===== src/txofp_pkg.sv =====
// constants, types and state layout for the transmit output formatter
// How it works
// - the 3-bit slice select routes that slice's test data to the test output
// - test clock period, high plus low, is one plus test rate cycles; rate 0 holds it high
// - a 2-bit code picks output width 18, 16, 14 or 12 bits
// - rounded words sit MSB-justified on 18 pins, unused low pins zero
// - a 4-bit enable, reset all ones, gates each bus; disabled buses stay zero
// - the interleave bit alternates I and Q samples on each bus
// - the real bit, reset one, selects real output; cleared means complex I/Q
// - each sum chain is scaled by two to its own 4-bit scale field
// - scaled samples round to the width then saturate, never wrap
// - meter squares I and Q separately and accumulates; one pair is one step
// - the step count joins bits 0-15 from low and 16-20 from high register
// - accumulation starts after sync plus delay, and at each interval restart
// - reaching the count publishes the result and sets the meter's interrupt status bit
// - the 9-bit start delay counts in units of eight output samples
// - a 4-bit mask, one bit per meter, gates the meter interrupts
package txofp_pkg;

  localparam int SMP_W    = 18;
  localparam int NCH      = 4;
  localparam int NSLC     = 8;
  localparam int CNT_W    = 21;
  localparam int HI_W     = 5;
  localparam int DLY_W    = 9;
  localparam int DCNT_W   = 12;
  localparam int RATE_W   = 5;
  localparam int ACC_W    = 64;
  localparam int EXT_W    = 40;
  localparam int RND_STEP = 2;
  localparam int DLY_UNIT = 8;
  localparam int NMTR     = 4;

  // register indices on the plain port
  localparam logic [7:0] ADR_CTRL = 8'h00;
  localparam logic [7:0] ADR_GAIN = 8'h01;
  localparam logic [7:0] ADR_CNTL = 8'h02;
  localparam logic [7:0] ADR_CNTH = 8'h03;
  localparam logic [7:0] ADR_IVLL = 8'h04;
  localparam logic [7:0] ADR_TCLK = 8'h05;
  localparam logic [7:0] ADR_RES0 = 8'h08;
  localparam logic [7:0] ADR_RES1 = 8'h09;
  localparam logic [7:0] ADR_RES2 = 8'h0A;
  localparam logic [7:0] ADR_RES3 = 8'h0B;
  localparam logic [7:0] ADR_IST  = 8'h0C;
  localparam logic [7:0] ADR_IEN  = 8'h0D;
  localparam logic [7:0] ADR_ICLR = 8'h0E;

  // field positions
  localparam int CTRL_SLICE_LSB = 13;
  localparam int CTRL_RND_LSB   = 8;
  localparam int CTRL_ENA_LSB   = 4;
  localparam int CTRL_INTL_BIT  = 1;
  localparam int CTRL_REAL_BIT  = 0;
  localparam int CNTH_DLY_LSB   = 7;
  localparam int TCLK_RATE_LSB  = 11;

  // reset values
  localparam logic [3:0] ENA_RST  = 4'hF;
  localparam logic       REAL_RST = 1'b1;
  localparam logic [1:0] RND_18   = 2'b00;

  typedef enum logic [1:0] {
    ST_IDLE  = 2'b00,
    ST_DELAY = 2'b01,
    ST_ACCUM = 2'b10,
    ST_HOLD  = 2'b11
  } txofp_mstate_e;

  typedef struct packed {
    logic        wr;
    logic        rd;
    logic [7:0]  addr;
    logic [15:0] wdata;
  } txofp_req_s;

  typedef logic [NCH-1:0][SMP_W-1:0]  txofp_bus_t;
  typedef logic [NSLC-1:0][SMP_W-1:0] txofp_slice_t;

  typedef struct packed {
    logic [2:0]         slice;
    logic [1:0]         rnd;
    logic [NCH-1:0]     ena;
    logic               interl;
    logic               real_m;
    logic [NCH-1:0][3:0] scale;
    logic [15:0]        cnt_lo;
    logic [HI_W-1:0]    cnt_hi;
    logic [DLY_W-1:0]   dly;
    logic [15:0]        ivl_lo;
    logic [HI_W-1:0]    ivl_hi;
    logic [RATE_W-1:0]  rate;
    logic [NMTR-1:0]    irq_en;
    logic [NMTR-1:0]    irq_st;
    logic               irq;
    txofp_mstate_e      mst;
    logic [DCNT_W-1:0]  dcnt;
    logic [CNT_W-1:0]   step;
    logic [CNT_W-1:0]   icnt;
    logic [ACC_W-1:0]   acc;
    logic [ACC_W-1:0]   res;
    txofp_bus_t         bus;
    logic               iflag;
    logic               phase;
    logic [RATE_W-1:0]  tcnt;
    logic               tclk;
    logic [SMP_W-1:0]   tst;
    logic [15:0]        rdata;
  } txofp_state_s;

endpackage


===== src/txofp_top.sv =====
// transmit output formatter with composite power meter 0
`timescale 1ns/10ps
module txofp_top (
  // clock, reset, freeze
  input  logic                    sys_clk_i,
  input  logic                    srst_i,
  input  logic                    ce_i,
  // register port
  input  txofp_pkg::txofp_req_s   req_i,
  output logic [15:0]             rdata_o,
  // sum chain streams and sync
  input  logic                    sample_vld_i,
  input  txofp_pkg::txofp_bus_t   sum_i_i,
  input  txofp_pkg::txofp_bus_t   sum_q_i,
  input  logic                    sync_i,
  // test observation
  input  txofp_pkg::txofp_slice_t tst_slice_data_i,
  output logic [17:0]             tst_data_o,
  output logic                    tst_clk_o,
  // output buses and interrupt
  output txofp_pkg::txofp_bus_t   tx_bus_o,
  output logic                    tx_iflag_o,
  output logic                    irq_o
);
  import txofp_pkg::*;

  txofp_state_s q;
  txofp_state_s d;

  txofp_bus_t                fi;
  txofp_bus_t                fq;
  logic signed [SMP_W-1:0]   pi;
  logic signed [SMP_W-1:0]   pq;
  logic [2*SMP_W-1:0]        sqi;
  logic [2*SMP_W-1:0]        sqq;
  logic [ACC_W-1:0]          pwr;
  logic [CNT_W-1:0]          cnt;
  logic [CNT_W-1:0]          ivl;
  logic [NMTR-1:0]           clr;
  logic [NMTR-1:0]           set;
  logic                      done;
  logic                      rstrt;

  // scale, round with half-up, saturate, then MSB-justify
  function automatic logic [SMP_W-1:0] fmt(input logic [SMP_W-1:0] x,
                                           input logic [3:0]       s,
                                           input logic [1:0]       rc);
    logic signed [EXT_W-1:0] v;
    logic signed [EXT_W-1:0] mx;
    int                      dr;
    dr = RND_STEP * int'(rc);
    v  = EXT_W'(signed'(x)) <<< s;
    if (dr != 0) begin
      v = v + (EXT_W'(1) <<< (dr - 1));
    end
    v  = v >>> dr;
    mx = (EXT_W'(1) <<< (SMP_W - 1 - dr)) - EXT_W'(1);
    if (v > mx) begin
      v = mx;
    end else if (v < -mx - EXT_W'(1)) begin
      v = -mx - EXT_W'(1);
    end
    return SMP_W'(v <<< dr);
  endfunction

  always_comb begin
    d     = q;
    d.rdata = '0;
    clr   = '0;
    set   = '0;
    done  = 1'b0;
    rstrt = 1'b0;
    cnt   = {q.cnt_hi, q.cnt_lo};
    ivl   = {q.ivl_hi, q.ivl_lo};
    for (int k = 0; k < NCH; k++) begin
      fi[k] = fmt(sum_i_i[k], q.scale[k], q.rnd);
      fq[k] = fmt(sum_q_i[k], q.scale[k], q.rnd);
    end
    // meter sees the scaled, limited signal at full width
    pi  = signed'(fmt(sum_i_i[0], q.scale[0], RND_18));
    pq  = signed'(fmt(sum_q_i[0], q.scale[0], RND_18));
    sqi = pi * pi;
    sqq = pq * pq;
    pwr = ACC_W'(sqi) + ACC_W'(sqq);

    // register writes
    if (req_i.wr) begin
      case (req_i.addr)
        ADR_CTRL: begin
          d.slice  = req_i.wdata[CTRL_SLICE_LSB +: 3];
          d.rnd    = req_i.wdata[CTRL_RND_LSB +: 2];
          d.ena    = req_i.wdata[CTRL_ENA_LSB +: NCH];
          d.interl = req_i.wdata[CTRL_INTL_BIT];
          d.real_m = req_i.wdata[CTRL_REAL_BIT];
        end
        ADR_GAIN: d.scale  = req_i.wdata;
        ADR_CNTL: d.cnt_lo = req_i.wdata;
        ADR_CNTH: begin
          d.cnt_hi = req_i.wdata[HI_W-1:0];
          d.dly    = req_i.wdata[CNTH_DLY_LSB +: DLY_W];
        end
        ADR_IVLL: d.ivl_lo = req_i.wdata;
        ADR_TCLK: begin
          d.ivl_hi = req_i.wdata[HI_W-1:0];
          d.rate   = req_i.wdata[TCLK_RATE_LSB +: RATE_W];
        end
        ADR_IEN:  d.irq_en = req_i.wdata[NMTR-1:0];
        ADR_ICLR: clr      = req_i.wdata[NMTR-1:0];
        default: begin
        end
      endcase
    end

    // register reads, answered in the next cycle only
    if (req_i.rd) begin
      case (req_i.addr)
        ADR_CTRL: begin
          d.rdata[CTRL_SLICE_LSB +: 3]  = q.slice;
          d.rdata[CTRL_RND_LSB +: 2]    = q.rnd;
          d.rdata[CTRL_ENA_LSB +: NCH]  = q.ena;
          d.rdata[CTRL_INTL_BIT]        = q.interl;
          d.rdata[CTRL_REAL_BIT]        = q.real_m;
        end
        ADR_GAIN: d.rdata = q.scale;
        ADR_CNTL: d.rdata = q.cnt_lo;
        ADR_CNTH: begin
          d.rdata[HI_W-1:0]              = q.cnt_hi;
          d.rdata[CNTH_DLY_LSB +: DLY_W] = q.dly;
        end
        ADR_IVLL: d.rdata = q.ivl_lo;
        ADR_TCLK: begin
          d.rdata[HI_W-1:0]                = q.ivl_hi;
          d.rdata[TCLK_RATE_LSB +: RATE_W] = q.rate;
        end
        ADR_RES0: d.rdata = q.res[15:0];
        ADR_RES1: d.rdata = q.res[31:16];
        ADR_RES2: d.rdata = q.res[47:32];
        ADR_RES3: d.rdata = q.res[63:48];
        ADR_IST:  d.rdata[NMTR-1:0] = q.irq_st;
        ADR_IEN:  d.rdata[NMTR-1:0] = q.irq_en;
        default:  d.rdata = '0;
      endcase
    end

    // power meter sequencing, one step per I/Q sample pair
    if (sample_vld_i) begin
      case (q.mst)
        ST_IDLE: begin
        end
        ST_DELAY: begin
          d.dcnt = q.dcnt - DCNT_W'(1);
          if (q.dcnt == DCNT_W'(1)) begin
            d.mst  = ST_ACCUM;
            d.acc  = '0;
            d.step = '0;
            d.icnt = '0;
          end
        end
        ST_ACCUM: begin
          d.acc  = q.acc + pwr;
          d.step = q.step + CNT_W'(1);
          // a zero count behaves as a single step
          if (CNT_W'(q.step + CNT_W'(1)) >= cnt) begin
            done  = 1'b1;
            d.res = q.acc + pwr;
            d.mst = ST_HOLD;
            set[0] = 1'b1;
          end
        end
        ST_HOLD: begin
        end
        default: d.mst = ST_IDLE;
      endcase
      if (q.mst == ST_ACCUM || q.mst == ST_HOLD) begin
        d.icnt = q.icnt + CNT_W'(1);
        // zero interval means one measurement per sync
        if (ivl != '0 && CNT_W'(q.icnt + CNT_W'(1)) == ivl) begin
          rstrt  = 1'b1;
          d.mst  = ST_ACCUM;
          d.acc  = '0;
          d.step = '0;
          d.icnt = '0;
        end
      end
    end

    // sync restarts the delay from any state
    if (sync_i) begin
      d.dcnt = DCNT_W'(q.dly) * DCNT_W'(DLY_UNIT);
      d.acc  = '0;
      d.step = '0;
      d.icnt = '0;
      d.mst  = (q.dly == '0) ? ST_ACCUM : ST_DELAY;
    end

    // set wins over a clear in the same cycle
    d.irq_st = (q.irq_st & ~clr) | set;
    d.irq    = |(d.irq_st & d.irq_en);

    // output buses update once per sample
    if (sample_vld_i) begin
      d.phase = q.interl ? ~q.phase : 1'b0;
      d.iflag = q.interl ? ~q.phase : 1'b1;
      for (int k = 0; k < NCH; k++) begin
        if (!q.ena[k]) begin
          d.bus[k] = '0;
        end else if (q.interl) begin
          d.bus[k] = q.phase ? fq[k] : fi[k];
        end else if (q.real_m) begin
          d.bus[k] = fi[k];
        end else begin
          // complex pairs buses: even bus I, odd bus Q of chain k/2
          d.bus[k] = k[0] ? fq[k/2] : fi[k/2];
        end
      end
    end

    // test clock: a flop cannot show a true full-rate clock, so rate 0 is
    // held high
    d.tcnt = (q.tcnt >= q.rate) ? '0 : q.tcnt + RATE_W'(1);
    d.tclk = (d.tcnt <= (q.rate >> 1));
    d.tst  = tst_slice_data_i[q.slice];
  end

  always_ff @(posedge sys_clk_i) begin
    if (srst_i) begin
      q        <= '0;
      q.ena    <= ENA_RST;
      q.real_m <= REAL_RST;
      q.iflag  <= 1'b1;
      q.tclk   <= 1'b1;
    end else if (ce_i) begin
      q <= d;
    end
  end

  assign rdata_o    = q.rdata;
  assign tst_data_o = q.tst;
  assign tst_clk_o  = q.tclk;
  assign tx_bus_o   = q.bus;
  assign tx_iflag_o = q.iflag;
  assign irq_o      = q.irq;

  // low pins forced to zero for a given round code
  function automatic logic [SMP_W-1:0] lmask(input logic [1:0] rc);
    return ~({SMP_W{1'b1}} << (RND_STEP * int'(rc)));
  endfunction
endmodule


===== config.mk =====
export PLATFORM = sky130hd
export DESIGN_NAME = txofp_top
export DESIGN_NICKNAME = d
export VERILOG_FILES = /design/src/txofp_pkg.sv /design/src/txofp_top.sv
export SDC_FILE = /design/constraint.sdc
export NUM_CORES = 2
export LEC_CHECK = 0
export ABC_AREA = 0
export BUFFER_PORTS_ARGS = -buffer_cell sky130_fd_sc_hd__buf_2
export CORE_ASPECT_RATIO = 1.4
export CORE_MARGIN = 2
export CORE_UTILIZATION = 49
export DETAILED_ROUTE_END_ITERATION = 10
export PLACE_DENSITY_LB_ADDON = 0.2
export SLEW_MARGIN = 10
export SYNTH_ARGS = -nofsm -noshare
export SYNTH_HDL_FRONTEND = slang
export SYNTH_SLANG_ARGS = --single-unit

===== constraint.sdc =====
create_clock -name sys_clk_i -period 15.7 [get_ports sys_clk_i]
set_input_delay 1.57 -clock sys_clk_i [delete_from_list [all_inputs] [get_ports sys_clk_i]]
set_output_delay 1.57 -clock sys_clk_i [all_outputs]
set_load 0.1 [all_outputs]

==> results.sh <==
export IMPL_crit_path_end_kind="flop"
export IMPL_slowest_delay_ns=0.70
export IMPL_finalSetupViolCount=0
export IMPL_io_buffers=427
export IMPL_grt_pass1_wl_mm=623
export IMPL_die_w_um=375
export IMPL_drc=0
export IMPL_grt_max_degree=128
export IMPL_finalSetupTns_ns=0
export IMPL_synth_ff_type="dfxtp_1"
export IMPL_dp_hpwl_mm=343
export IMPL_coreArea_um2=191000
export IMPL_max_cap_violations=0
export IMPL_slowest_stage="o41ai_1"
export IMPL_area_growth_pct=6.68
export IMPL_clk_latency_ns=0.66
export IMPL_synth_edff_count=0
export IMPL_synth_area_um2=94300
export IMPL_cts_tree="yes"
export IMPL_grt_use_total_pct=42.3
export IMPL_slew_viol_final=0
export IMPL_fin_crit_sh_pct=93.4
export IMPL_fin_nets=14500
export IMPL_rsz0062_at_grt="no"
export IMPL_htreeDepth=2
export IMPL_drt_total_wl_mm=428
export IMPL_io_pins=428
export IMPL_place_congestion=1.13
export IMPL_startpoint_type="input port"
export IMPL_vias_per_cell=6.45
export IMPL_drt_pass1_iterations=8
export IMPL_clk_pin_slew_ns=0.07
export IMPL_clock_skew_ns=0.0425
export IMPL_yosysUniqueCellTypes=121
export IMPL_yosys_warnings=0
export IMPL_ys_seq_area_share_pct=8.28
export IMPL_cts_hold_buffers=0
export IMPL_post_drt_wl_per_cell_um=28.5
export IMPL_antenna_found_initial=56
export IMPL_fin_crit_ns=14.66
export IMPL_regToRegSetupSlack_ns=1.05
export IMPL_synth_avg_cell_area_um2=7.68
export IMPL_crit_arrival_ns=15.23
export IMPL_antenna_left=0
export IMPL_worst_slack_ns=1.04
export IMPL_async_reset_ff_share_pct=0
export IMPL_initial_core_util_pct=49.3
export IMPL_die_area_um2=196000
export IMPL_slew_headroom_pct=2.26
export IMPL_fp_dieH_um=523
export IMPL_clk_path_buf_depth=3
export IMPL_clockRootBuffer="clkbuf_16"
export IMPL_worst_pin_slew_ns=1.47
export IMPL_utilization_pct=52.6
export IMPL_fp_row_count=190
export IMPL_hp_class="reg2reg"
export IMPL_yosys_register_bits=390
export IMPL_cp_max_fo=16
export IMPL_num_vias=97000
export IMPL_synthCells=12300
export IMPL_worstSetupPathType="in2reg"
export IMPL_worst_ep_required_time_ns=16.27
export IMPL_cts_made_buffers=45
export IMPL_numClockSinks=390
export IMPL_path_common_cell="inv_1"
export IMPL_drive_above_1_share_pct=9.88
export IMPL_hold_viol_final=0
export IMPL_run_status="finished clean"
export IMPL_fmax_mhz=68.2
export IMPL_grt_overflow_total=0
export IMPL_dp_worst_setup_slack_ns=0.424
export IMPL_drt_iter0_drc=10300
export IMPL_grt_pass1_vias=94500
-- placed cells by master (no fill, tap or decap), types with 198 or more instances in the layout --
| cell type | count |
|---|---|
| fa_1 | 629 |
| nand3_1 | 198 |
| nand2_1 | 1263 |
| mux2i_1 | 575 |
| buf_2 | 426 |
| conb_1 | 249 |
| ha_1 | 1050 |
| inv_1 | 1194 |
| a21oi_1 | 927 |
| dfxtp_1 | 370 |
| nor2_1 | 1271 |
| o21ai_0 | 553 |
| buf_4 | 221 |
| xnor2_1 | 262 |
-- cells by family after synthesis --
family | Yosys count | synth area share, %
buffers and inverters | 1982 | 8.63
muxes | 884 | 11.8
adders and majority gates | 1682 | 27.3
DFF | 390 | 8.28
AOI/OAI and AO/OA | 3103 | 21.5
xor gates and xnor gates | 424 | 3.94
and+or+nand+nor | 3816 | 18.5
other | 2 | 0.00796
-- synth_stat cells (all sizes together), types with 137 or more instances --
| cell type | n | share of area [%] |
|---|---|---|
| nor2 | 1281 | 5.1 |
| nand2 | 1264 | 5.0 |
| inv | 1201 | 4.8 |
| ha | 1053 | 14 |
| a21oi | 932 | 4.9 |
| fa | 629 | 13 |
| o21ai | 602 | 3.2 |
| mux2i | 579 | 6.2 |
| clkbuf | 445 | 1.8 |
| dfxtp | 390 | 8.3 |
| buf | 320 | 2.0 |
| xnor2 | 263 | 2.4 |
| nand3 | 198 | 1.1 |
| nor3 | 191 | 1.0 |
| mux4 | 164 | 3.9 |
| xor2 | 161 | 1.5 |
| a211oi | 151 | 1.2 |
| a21o | 144 | 1.1 |
| mux2 | 141 | 1.7 |
| a22oi | 137 | 1.1 |
-- per-stage QoR --
step | cells | cell area (um^2) | hold WS [ns]
finish | 15000 | 101000 | 0.463
global route | 15000 | 101000 | 0.479
CTS | 15000 | 101000 | 0.462
detailed placement | 14900 | 99000 | 0.446
global placement | 14900 | 99000 | 0.436
floorplan | 12500 | 95300 | 0.417
-- critical path, delay by kind of cell --
family          cells  cell delay [ns]
simple gates        7             2.76
compound gates     20             5.52
mux                 2             0.80
xor+xnor            2             0.28
fa+ha+maj          10             3.57
buf+inv             7             0.70
-- layout make-up --
cell class                      count  area (um^2)
Clock buffer                       64         1290
Clock inverter                     16          295
Timing Repair Buffer              652         3890
Multi-Input combinational cell  10200        79500
Fill cell                       18700        90700
Inverter                         1217         4590
Tap cell                         2496         3120
Sequential cell                   390         7850
Antenna cell                       38         95.1
-- routing by layer --
layer	GRT usage, %	share of wire, %	vias to the layer above
met4	34.1	10	32
met5	0	0.059	-
met2	68.2	45	5279
li1	-	-	43200
met1	46.8	35	46900
met3	11.8	10	1650
-- worst paths after layout --
path / start / end / cells after the start
worst max-delay path: sum_i_i[13] / q[161] / 48
worst min-delay path: q[130] / q[130] / 2
worst max register to register: q[364] / q[161] / 47
worst min register to register: q[130] / q[130] / 2
-- repair_timing --
action / in CTS / in global routing
buffers inserted: 0 / 0
endpoints found under the setup margin: 0 / 4
resized for setup: 0 / 1
-- registers in the layout, summed over array words and instances (netlist names) --
| signal | cells |
|---|---|
| q | 239 |
| tx_bus_o | 72 |
| cnt | 21 |
| ivl | 21 |
| tst_data_o | 18 |
| rdata_o | 16 |
| irq_o | 1 |
| tst_clk_o | 1 |
| tx_iflag_o | 1 |
Power is left out: the tool's default activity adds up to more than one toggle a clock period on the data nets, which glitch-free logic cannot reach.
